`src/hdl/sbp_pkg.sv`:
```
// Package of constants, register map and state codes for the stepper bridge PWM
package sbp_pkg;
   localparam int unsigned CLK_MHZ       = 100;
   localparam int unsigned CLK_KHZ       = 100000;
   localparam int unsigned ADDR_W        = 16;
   localparam int unsigned IDX_W         = 14;
   localparam logic [13:0] IDX_MASK      = 14'h0201;
   localparam logic [13:0] IDX_FREQ      = 14'h0202;
   localparam logic [13:0] IDX_CTL       = 14'h0203;
   localparam logic [13:0] IDX_STAT      = 14'h0204;
   localparam logic [7:0]  MASK_RST      = 8'hCC;
   localparam logic [7:0]  FREQ_RST      = 8'hAA;
   localparam logic [7:0]  CTL_RST       = 8'h22;
   localparam int unsigned CTL_QUIET     = 7;
   localparam int unsigned CTL_UNUSED    = 6;
   localparam int unsigned CTL_SYNC      = 5;
   localparam int unsigned CTL_RECIR     = 4;
   localparam int unsigned CTL_DLY_MSB   = 3;
   localparam int unsigned CTL_DLY_LSB   = 1;
   localparam int unsigned CTL_ENABLE    = 0;
   localparam int unsigned MASK_REV_LSB  = 4;
   localparam int unsigned MASK_FWD_LSB  = 0;
   localparam int unsigned FREQ_INIT_LSB = 4;
   localparam int unsigned FREQ_MAX_LSB  = 0;
   localparam int unsigned STAT_STATE_LSB = 8;
   localparam logic [6:0]  INIT_BASE_KHZ = 7'h0A;
   localparam logic [6:0]  INIT_STEP_KHZ = 7'h01;
   localparam logic [6:0]  MAX_BASE_KHZ  = 7'h28;
   localparam logic [6:0]  MAX_STEP_KHZ  = 7'h02;
   localparam int unsigned DLY_STEP_NS   = 50;
   localparam int unsigned DLY_STEP_CYC  = (DLY_STEP_NS * CLK_MHZ + 999) / 1000;
   localparam int unsigned STRAP_WAIT    = 2;
   localparam logic [1:0]  RESP_OKAY     = 2'h0;
   localparam logic [1:0]  RESP_DECERR   = 2'h3;
   localparam int unsigned TIME_NS [16] = '{600, 700, 800, 900, 1000, 1100, 1200, 1400,
                                            1600, 1800, 2000, 2200, 2500, 2800, 3100, 3400};

   typedef enum logic [4:0]
   {
      ST_OFF   = 5'h01,
      ST_DEAD  = 5'h02,
      ST_FWD   = 5'h04,
      ST_REV   = 5'h08,
      ST_RECIR = 5'h10
   } sbp_state_e;

   function automatic int unsigned ns_to_cyc(input int unsigned ns);
      return (ns * CLK_MHZ + 999) / 1000;
   endfunction
endpackage
```
`src/hdl/sbp_axil_slave.sv`:
```
// AXI4-Lite slave front end for the stepper bridge PWM registers
`timescale 1ns/1ps
`default_nettype none
module sbp_axil_slave
   import sbp_pkg::*;
#(
   parameter int unsigned AW = sbp_pkg::ADDR_W
)
(
   input  wire logic          sys_clk,
   input  wire logic          rst_n,
   input  wire logic [AW-1:0] s_awaddr,
   input  wire logic          s_awvalid,
   output var  logic          s_awready,
   input  wire logic [31:0]   s_wdata,
   input  wire logic [3:0]    s_wstrb,
   input  wire logic          s_wvalid,
   output var  logic          s_wready,
   output var  logic [1:0]    s_bresp,
   output var  logic          s_bvalid,
   input  wire logic          s_bready,
   input  wire logic          s_arvalid,
   output var  logic          s_arready,
   output var  logic [31:0]   s_rdata,
   output var  logic [1:0]    s_rresp,
   output var  logic          s_rvalid,
   input  wire logic          s_rready,
   output logic               wr_stb,
   output logic [AW-1:0]      wr_addr,
   output logic [31:0]        wr_data,
   output logic [3:0]         wr_be,
   input  wire logic          wr_ok,
   input  wire logic [31:0]   rd_data,
   input  wire logic          rd_ok
);
   logic aw_held_reg;
   logic w_held_reg;
   logic aw_take;
   logic w_take;
   logic ar_take;
   logic aw_held_next;
   logic w_held_next;
   logic bvalid_next;
   logic rvalid_next;

   // Writes wait while a response is pending, so one write is under way at most
   assign aw_take      = s_awvalid & s_awready;
   assign w_take       = s_wvalid & s_wready;
   assign ar_take      = s_arvalid & s_arready;
   assign wr_stb       = aw_held_reg & w_held_reg & ~s_bvalid;
   assign aw_held_next = aw_take | (aw_held_reg & ~wr_stb);
   assign w_held_next  = w_take | (w_held_reg & ~wr_stb);
   assign bvalid_next  = wr_stb | (s_bvalid & ~s_bready);
   assign rvalid_next  = ar_take | (s_rvalid & ~s_rready);

   always_ff @(posedge sys_clk or negedge rst_n)
   begin
      if (!rst_n)
      begin
         aw_held_reg <= 1'b0;
         w_held_reg  <= 1'b0;
         s_awready   <= 1'b1;
         s_wready    <= 1'b1;
         s_bvalid    <= 1'b0;
         s_bresp     <= RESP_OKAY;
         s_arready   <= 1'b1;
         s_rvalid    <= 1'b0;
         s_rresp     <= RESP_OKAY;
         s_rdata     <= 32'h0;
         wr_addr     <= '0;
         wr_data     <= 32'h0;
         wr_be       <= 4'h0;
      end
      else
      begin
         aw_held_reg <= aw_held_next;
         w_held_reg  <= w_held_next;
         s_awready   <= ~aw_held_next;
         s_wready    <= ~w_held_next;
         s_bvalid    <= bvalid_next;
         s_arready   <= ~rvalid_next;
         s_rvalid    <= rvalid_next;
         if (aw_take)
            wr_addr <= s_awaddr;
         if (w_take)
         begin
            wr_data <= s_wdata;
            wr_be   <= s_wstrb;
         end
         if (wr_stb)
            s_bresp <= wr_ok ? RESP_OKAY : RESP_DECERR;
         if (ar_take)
         begin
            s_rdata <= rd_data;
            s_rresp <= rd_ok ? RESP_OKAY : RESP_DECERR;
         end
      end
   end
endmodule // sbp_axil_slave
`default_nettype wire

```
`src/hdl/sbp_bridge_pwm.sv`:
```
// Current-chopping bridge PWM with its register file
`timescale 1ns/1ps
`default_nettype none
module sbp_bridge_pwm
   import sbp_pkg::*;
#(
   parameter int unsigned AW = sbp_pkg::ADDR_W
)
(
   input  wire logic          sys_clk,
   input  wire logic          rstn,
   input  wire logic [AW-1:0] s_awaddr,
   input  wire logic          s_awvalid,
   output var  logic          s_awready,
   input  wire logic [31:0]   s_wdata,
   input  wire logic [3:0]    s_wstrb,
   input  wire logic          s_wvalid,
   output var  logic          s_wready,
   output var  logic [1:0]    s_bresp,
   output var  logic          s_bvalid,
   input  wire logic          s_bready,
   input  wire logic [AW-1:0] s_araddr,
   input  wire logic          s_arvalid,
   output var  logic          s_arready,
   output var  logic [31:0]   s_rdata,
   output var  logic [1:0]    s_rresp,
   output var  logic          s_rvalid,
   input  wire logic          s_rready,
   input  wire logic          cur_trip_pin,
   input  wire logic          zero_cross_pin,
   input  wire logic          phase_pos_pin,
   input  wire logic          factory_en_pin,
   output var  logic          gate_hs_a,
   output var  logic          gate_ls_a,
   output var  logic          gate_hs_b,
   output var  logic          gate_ls_b
);
   import sbp_pkg::*;

   if (AW < IDX_W + 2)
   begin : g_bad_aw
      $error("Address width too small for register map");
   end

   logic [1:0]       rst_sync_reg;
   logic             rst_n;
   logic [3:0]       pin_meta_reg;
   logic [3:0]       pin_sync_reg;
   logic [3:0]       pin_raw;
   logic             trip;
   logic             zc;
   logic             phase_pos;
   logic             zc_prev_reg;
   logic [7:0]       mask_reg;
   logic [7:0]       freq_reg;
   logic [7:0]       ctl_reg;
   logic [7:0]       ctl_next;
   logic [1:0]       cap_cnt_reg;
   logic             cap_now;
   logic             wr_stb;
   logic [AW-1:0]    wr_addr;
   logic [31:0]      wr_data;
   logic [3:0]       wr_be;
   logic [IDX_W-1:0] wr_idx;
   logic [IDX_W-1:0] rd_idx;
   logic             wr_ok;
   logic             rd_ok;
   logic [31:0]      rd_data;
   logic             wr_mask;
   logic             wr_freq;
   logic             wr_ctl;
   logic [8:0]       time_cyc [16];
   logic [8:0]       rev_cyc;
   logic [8:0]       fwd_cyc;
   logic [5:0]       dead_cyc;
   logic [6:0]       init_khz;
   logic [6:0]       max_khz;
   logic [6:0]       cur_khz_reg;
   logic [6:0]       cur_khz_next;
   logic [16:0]      acc_reg;
   logic [16:0]      acc_sum;
   logic [16:0]      acc_next;
   logic             period_end;
   logic             quiet;
   logic             bridge_off;
   logic             sync_event;
   sbp_state_e       state_reg;
   sbp_state_e       state_next;
   sbp_state_e       start_st;
   logic [8:0]       cnt_reg;
   logic [8:0]       cnt_inc;
   logic             dead_done;
   logic             fwd_blank_over;
   logic             rev_done;
   logic             recir_hi;
   logic             hs_a_next;
   logic             ls_a_next;
   logic             hs_b_next;
   logic             ls_b_next;

   // Reset release through two flops
   always_ff @(posedge sys_clk or negedge rstn)
   begin
      if (!rstn)
         rst_sync_reg <= 2'h0;
      else
         rst_sync_reg <= {rst_sync_reg[0], 1'b1};
   end
   assign rst_n = rst_sync_reg[1];

   // Pins are asynchronous to sys_clk; two flops each
   assign pin_raw = {factory_en_pin, phase_pos_pin, zero_cross_pin, cur_trip_pin};
   for (genvar gi = 0; gi < 4; gi++)
   begin : g_pin_sync
      always_ff @(posedge sys_clk or negedge rst_n)
      begin
         if (!rst_n)
         begin
            pin_meta_reg[gi] <= 1'b0;
            pin_sync_reg[gi] <= 1'b0;
         end
         else
         begin
            pin_meta_reg[gi] <= pin_raw[gi];
            pin_sync_reg[gi] <= pin_meta_reg[gi];
         end
      end
   end
   assign trip      = pin_sync_reg[0];
   assign zc        = pin_sync_reg[1];
   assign phase_pos = pin_sync_reg[2];

   sbp_axil_slave #(.AW(AW)) u_axil
   (
      .sys_clk   (sys_clk),
      .rst_n     (rst_n),
      .s_awaddr  (s_awaddr),
      .s_awvalid (s_awvalid),
      .s_awready (s_awready),
      .s_wdata   (s_wdata),
      .s_wstrb   (s_wstrb),
      .s_wvalid  (s_wvalid),
      .s_wready  (s_wready),
      .s_bresp   (s_bresp),
      .s_bvalid  (s_bvalid),
      .s_bready  (s_bready),
      .s_arvalid (s_arvalid),
      .s_arready (s_arready),
      .s_rdata   (s_rdata),
      .s_rresp   (s_rresp),
      .s_rvalid  (s_rvalid),
      .s_rready  (s_rready),
      .wr_stb    (wr_stb),
      .wr_addr   (wr_addr),
      .wr_data   (wr_data),
      .wr_be     (wr_be),
      .wr_ok     (wr_ok),
      .rd_data   (rd_data),
      .rd_ok     (rd_ok)
   );

   // Register decode; index is byte address over four
   assign wr_idx  = wr_addr[IDX_W+1:2];
   assign rd_idx  = s_araddr[IDX_W+1:2];
   assign wr_ok   = (wr_idx == IDX_MASK) | (wr_idx == IDX_FREQ) | (wr_idx == IDX_CTL) | (wr_idx == IDX_STAT);
   assign rd_ok   = (rd_idx == IDX_MASK) | (rd_idx == IDX_FREQ) | (rd_idx == IDX_CTL) | (rd_idx == IDX_STAT);
   assign wr_mask = wr_stb & wr_be[0] & (wr_idx == IDX_MASK);
   assign wr_freq = wr_stb & wr_be[0] & (wr_idx == IDX_FREQ);
   assign wr_ctl  = wr_stb & wr_be[0] & (wr_idx == IDX_CTL);
   assign rd_data = (rd_idx == IDX_MASK) ? {24'h0, mask_reg} :
                    (rd_idx == IDX_FREQ) ? {24'h0, freq_reg} :
                    (rd_idx == IDX_CTL)  ? {24'h0, ctl_reg} :
                    (rd_idx == IDX_STAT) ? {19'h0, state_reg, 1'b0, cur_khz_reg} : 32'h0;

   // Bit 6 reads zero; bit 0 keeps its factory value against writes
   assign ctl_next = {wr_data[CTL_QUIET], 1'b0, wr_data[CTL_SYNC:CTL_DLY_LSB], ctl_reg[CTL_ENABLE]};
   assign cap_now  = (cap_cnt_reg == 2'(STRAP_WAIT));

   always_ff @(posedge sys_clk or negedge rst_n)
   begin
      if (!rst_n)
      begin
         mask_reg    <= MASK_RST;
         freq_reg    <= FREQ_RST;
         ctl_reg     <= CTL_RST;
         cap_cnt_reg <= 2'h0;
      end
      else
      begin
         if (wr_mask)
            mask_reg <= wr_data[7:0];
         if (wr_freq)
            freq_reg <= wr_data[7:0];
         if (wr_ctl)
            ctl_reg[7:1] <= ctl_next[7:1];
         // Strap sampled once after the synchroniser has filled
         if (cap_now)
            ctl_reg[CTL_ENABLE] <= pin_sync_reg[3];
         if (cap_cnt_reg != 2'h3)
            cap_cnt_reg <= cap_cnt_reg + 2'h1;
      end
   end

   // Time code lookup, folded to constants per entry
   for (genvar gt = 0; gt < 16; gt++)
   begin : g_time
      assign time_cyc[gt] = 9'(ns_to_cyc(TIME_NS[gt]));
   end
   assign rev_cyc  = time_cyc[mask_reg[MASK_REV_LSB+:4]];
   assign fwd_cyc  = time_cyc[mask_reg[MASK_FWD_LSB+:4]];
   assign dead_cyc = 6'(ctl_reg[CTL_DLY_MSB:CTL_DLY_LSB] * DLY_STEP_CYC);
   assign init_khz = INIT_BASE_KHZ + 7'(freq_reg[FREQ_INIT_LSB+:4] * INIT_STEP_KHZ);
   assign max_khz  = MAX_BASE_KHZ + 7'(freq_reg[FREQ_MAX_LSB+:4] * MAX_STEP_KHZ);

   // Phase accumulator avoids a divider: one period per CLK_KHZ of sum
   assign quiet      = ctl_reg[CTL_QUIET];
   assign bridge_off = ~ctl_reg[CTL_ENABLE] | (quiet & zc);
   assign sync_event = ctl_reg[CTL_SYNC] & zc & ~zc_prev_reg & phase_pos;
   assign acc_sum    = acc_reg + 17'(cur_khz_reg);
   assign period_end = (state_reg != ST_OFF) & (acc_sum >= 17'(CLK_KHZ));
   assign acc_next   = (bridge_off | sync_event) ? 17'h0 :
                       period_end ? acc_sum - 17'(CLK_KHZ) : acc_sum;
   // Ramp one kHz per period; clamped so a lowered maximum also takes hold
   assign cur_khz_next = (state_reg == ST_OFF) | sync_event ? init_khz :
                         ~period_end ? cur_khz_reg :
                         (cur_khz_reg >= max_khz) ? max_khz : cur_khz_reg + 7'h1;

   assign start_st       = (dead_cyc == 6'h0) ? ST_FWD : ST_DEAD;
   assign cnt_inc        = (cnt_reg == 9'h1FF) ? cnt_reg : cnt_reg + 9'h1;
   assign dead_done      = (cnt_inc >= 9'(dead_cyc));
   // Trip only counts once the blanking time has passed
   assign fwd_blank_over = (cnt_inc >= fwd_cyc);
   assign rev_done       = (cnt_inc >= rev_cyc);

   always_comb
   begin
      state_next = state_reg;
      if (bridge_off)
         state_next = ST_OFF;
      else if (sync_event | period_end)
         state_next = start_st;
      else
      begin
         case (state_reg)
            ST_OFF:
               state_next = start_st;
            ST_DEAD:
               if (dead_done)
                  state_next = ST_FWD;
            ST_FWD:
               if (fwd_blank_over & trip)
                  state_next = quiet ? ST_RECIR : ST_REV;
            ST_REV:
               if (rev_done)
                  state_next = ST_RECIR;
            ST_RECIR:
               state_next = ST_RECIR;
            default:
               state_next = ST_OFF;
         endcase
      end
   end

   always_ff @(posedge sys_clk or negedge rst_n)
   begin
      if (!rst_n)
      begin
         state_reg   <= ST_OFF;
         cnt_reg     <= 9'h0;
         acc_reg     <= 17'h0;
         cur_khz_reg <= INIT_BASE_KHZ;
         zc_prev_reg <= 1'b0;
      end
      else
      begin
         state_reg   <= state_next;
         cnt_reg     <= (state_next != state_reg) | period_end | sync_event ? 9'h0 : cnt_inc;
         acc_reg     <= acc_next;
         cur_khz_reg <= cur_khz_next;
         zc_prev_reg <= zc;
      end
   end

   // Gate drive: forward A-high/B-low, reverse measure B-high/A-low
   assign recir_hi  = ctl_reg[CTL_RECIR];
   assign hs_a_next = (state_reg == ST_FWD) | ((state_reg == ST_RECIR) & recir_hi);
   assign ls_b_next = (state_reg == ST_FWD) | ((state_reg == ST_RECIR) & ~recir_hi);
   assign hs_b_next = (state_reg == ST_REV) | ((state_reg == ST_RECIR) & recir_hi);
   assign ls_a_next = (state_reg == ST_REV) | ((state_reg == ST_RECIR) & ~recir_hi);

   always_ff @(posedge sys_clk or negedge rst_n)
   begin
      if (!rst_n)
      begin
         gate_hs_a <= 1'b0;
         gate_ls_a <= 1'b0;
         gate_hs_b <= 1'b0;
         gate_ls_b <= 1'b0;
      end
      else
      begin
         gate_hs_a <= hs_a_next;
         gate_ls_a <= ls_a_next;
         gate_hs_b <= hs_b_next;
         gate_ls_b <= ls_b_next;
      end
   end
endmodule // sbp_bridge_pwm
`default_nettype wire

```
`config.mk`:
```
export PLATFORM = sky130hd
export DESIGN_NAME = sbp_bridge_pwm
export DESIGN_NICKNAME = d
export VERILOG_FILES = /design/src/hdl/sbp_pkg.sv /design/src/hdl/sbp_axil_slave.sv /design/src/hdl/sbp_bridge_pwm.sv
export SDC_FILE = /design/constraint.sdc
export NUM_CORES = 1
export LEC_CHECK = 0
export BUFFER_PORTS_ARGS = -buffer_cell sky130_fd_sc_hd__buf_2
export CAP_MARGIN = 5
export CORE_ASPECT_RATIO = 0.6
export CORE_MARGIN = 1.5
export CORE_UTILIZATION = 41
export CTS_CLUSTER_SIZE = 12
export DETAILED_ROUTE_END_ITERATION = 6
export PLACE_DENSITY_LB_ADDON = 0.1
export SYNTH_ARGS = -nofsm -noshare
export SYNTH_HDL_FRONTEND = slang
export SYNTH_SLANG_ARGS = --single-unit
```
`constraint.sdc`:
```
create_clock -name sys_clk -period 4.8 [get_ports sys_clk]
set_clock_uncertainty 0.15 [all_clocks]
set_input_delay 0.48 -clock sys_clk [delete_from_list [all_inputs] [get_ports sys_clk]]
set_output_delay 0.48 -clock sys_clk [all_outputs]
set_load 0.05 [all_outputs]
```
==> results_dict.tcl <==
set metrics [dict create \
    holdWs_ps 12.5 \
    h-tree-depth 4 \
    crit_path_end_kind "register" \
    synth-seq-cells 123 \
    worst_ir_drop_vdd_mv 0.307 \
    slew_viol_final 0 \
    cts_tree "done" \
    grt_pass1_wl_um 30200 \
    maxCapViolCount 0 \
    max_freq_mhz 228 \
    seq_area_mm2 0.00310 \
    multiInputGateArea_mm2 0.00402 \
    dr_total_vias 5820 \
    crit_path_cell_trace "ha_1 -> and2_1 -> nand3_1 -> nor2_1 -> nand3_1 -> a21oi_1 -> ha_1 -> nand2_1 -> or4_1 -> o211ai_2 -> maj3_2 -> a31oi_2 -> nand3b_1 -> a31oi_1 -> xnor2_1 -> nand4_4 -> nor3b_1" \
    leakage_nw 3.92 \
    postSynthAreaPerCell_um2 9.84 \
    cpLargestDelayFamily "simple AND/OR/NAND/NOR gates" \
    hpwl_um 13800 \
    cts_max_path_buffers 2 \
    wl_per_cell_um 17.2 \
    dp_slack_ps 463 \
    nNetsFinal 968 \
    tightestPinTransition_ps 1040 \
    syn_to_final_growth_pct 15.4 \
    stdcell_area_mm2 0.00860 \
    post-route-drc-count 0 \
    period_share_pct 91.5 \
    layout_common_cells "106 x dfrtp_1, 79 x nand2_1, 73 x buf_2" \
    antenna_found_initial 0 \
    globalRouteOverflowTotal 0 \
    vias_per_cell 5.39 \
    combPwrFrac_pct 22.3 \
    io_pins 124 \
    drive_gt1_share_pct 22.7 \
    synth-main-ff-cell "dfrtp_1" \
    status "finished, final reports clean" \
    rsz0062_at_grt "no" \
    first_iter_violations 341 \
    final_common_cell "dfrtp_1" \
    cp_max_fo 9 \
    place.gp.congestion 0.859 \
    fillCellCount 1590 \
    cp_slowest_cell "dfrtp_1" \
    seqPwrFrac_pct 39.8 \
    clkSlewWorstSetupHoldPaths_ps 60 \
    ys_types 77 \
    synth_edf_count 0 \
    grt_max_degree 63 \
    arrival_ps 4570 \
    worst_slack_ps 409 \
    cp_num_buf_inv 0 \
    largest_register_ff_count 17 \
    wirelength_um 18600 \
    antenna_cells 0 \
    startpoint_type "register" \
    core_mm2 0.0175 \
    grt_use_total_pct 20.6 \
    worst_skew_pair.late_latency_ps 430 \
    hold_path.class "input port to register" \
    p_per_area_mw_per_mm2 403 \
    post-route-util_pct 49.3 \
    initial_core_util_pct 42.7 \
    detail-route-antenna-nets 0 \
    relSlewSlack_pct 30.3 \
    port_buffers 73 \
    fin_setup_tns_ps 0 \
    num_rows 37 \
    clock-root-buffer "clkbuf_16" \
    path_class "register to register" \
    fin_crit_ps 4390 \
    required_ps 4980 \
    cts.sinks 123 \
    synth_cells 757 \
    die_w_um 177 \
    yosys_warnings 0 \
    intPower_mw 2.29 \
    async_flop_share_pct 100 \
    cpPeakStageDelay_ps 460 \
    netlist_area_mm2 0.00745 \
    hold_violations 0 \
    p_sw_share_pct 34.0 \
    dr.pass1.iters 5 \
    die_h_um 107 \
    cts_buffers 17 \
    ys_seq_area_share_pct 41.6 \
    netSwitchingPower_mw 1.18 \
    dieArea_mm2 0.0190 \
    clock_power_share_pct 37.9 \
    setup_viol 0 \
    place_area_mm2 0.00798 \
    post_cts_resized 0 \
    grt_pass1_vias 5638 \
]
## timing repair
item,CTS,global route
setup buffers,0,0
hold buffers,2,1
endpoints found under the hold margin,3,1
## Yosys cell counts (3+ instances only)
| library cell | count | area [µm²] |
|---|---|---|
| xnor2_1 | 19 | 166 |
| or4_1 | 3 | 22.5 |
| nor4_1 | 7 | 43.8 |
| o21ai_0 | 47 | 235 |
| clkbuf_1 | 19 | 71.3 |
| nand3_1 | 14 | 70.1 |
| nand2b_1 | 11 | 68.8 |
| o21ai_1 | 3 | 15.0 |
| nor2b_1 | 4 | 25.0 |
| o21a_1 | 5 | 37.5 |
| nand2_1 | 79 | 297 |
| nand3b_1 | 5 | 37.5 |
| o211ai_1 | 7 | 52.6 |
| mux2i_1 | 3 | 30.0 |
| ha_1 | 56 | 701 |
| dfstp_2 | 16 | 420 |
| a22o_1 | 6 | 52.6 |
| inv_1 | 37 | 139 |
| nand4_1 | 7 | 43.8 |
| nor4b_1 | 5 | 43.8 |
| nor3b_1 | 10 | 75.1 |
| a21o_1 | 10 | 75.1 |
| nor3_1 | 13 | 65.1 |
| dfrtp_1 | 107 | 2680 |
| a211oi_1 | 4 | 30.0 |
| xor2_1 | 12 | 105 |
| and3_1 | 5 | 31.3 |
| buf_4 | 21 | 158 |
| buf_2 | 4 | 20.0 |
| o22ai_1 | 4 | 25.0 |
| or3_1 | 6 | 37.5 |
| a221oi_1 | 6 | 52.6 |
| a31oi_1 | 9 | 56.3 |
| a21oi_1 | 41 | 205 |
| nor2_1 | 54 | 203 |
| and2_1 | 5 | 31.3 |
| mux2_2 | 42 | 473 |
## power groups by stage
stage	Combinational (mW)	Clock [mW]	Sequential [mW]
finish	0.774	1.31	1.38
global route	0.854	1.39	1.41
CTS	0.777	1.34	1.38
detailed placement	0.770	0	1.40
global placement	0.745	0	1.39
floorplan	0.568	0	1.40
## stage by stage
stage	instances	total power, mW
4_1_cts	1078	3.49
6_report	1079	3.47
3_5_place_dp	1044	2.17
2_1_floorplan	775	1.97
3_3_place_gp	1044	2.13
5_1_grt	1079	3.65
## worst register-to-register path, delay by kind of cell (launching register included)
kind,cells,cell delay [ps]
DFF,1,460
xor gates and xnor gates,1,210
and+or+nand+nor,9,1880
adders and majority gates,3,700
AOI/OAI and AO/OA,4,900
## logic make-up (layout without fill, tap and decap cells)
group	Yosys count	in the layout	share of synthesized area [%]
other	2	20	0.101
adders and majority gates	58	58	9.82
xor gates and xnor gates	33	33	4.38
DFF	123	123	41.6
and+or+nand+nor	241	241	16.6
muxes	45	45	6.75
buffers and inverters	83	153	5.51
AOI/OAI and AO/OA	172	172	15.3
## path summary, 6_finish.rpt
check,slack (ps),cells after the start,from,to
hold / removal,10,1,cur_trip_pin,pin_meta_reg[0]
hold reg to reg,200,0,pin_meta_reg[0],trip
setup reg to reg,410,17,cnt_reg[0],cnt_reg[4]
max in group asynchronous,3240,1,rst_sync_reg[1],state_reg[0]
min in group asynchronous,210,2,rstn,rst_sync_reg[1]
setup / recovery,410,17,cnt_reg[0],cnt_reg[4]
## final cells by class
cell class              instances  share of cell area [%]
repair buffers                 84                    5.30
clock buffers                  17                    4.95
flip-flops and latches        123                    36.1
clock inverters                15                    1.95
multi-input cells             569                    46.7
inverters                      37                    1.62
well taps                     234                    3.40
## metal layers
layer	part of all wire, %	global-route usage [%]	vias up
met2	39	28.2	187
met4	0.99	5.75	0
met5	0	0	-
met3	6.5	4.03	19
li1	-	-	2811
met1	53	32.2	2803
(Power assumes the default switching activity.)
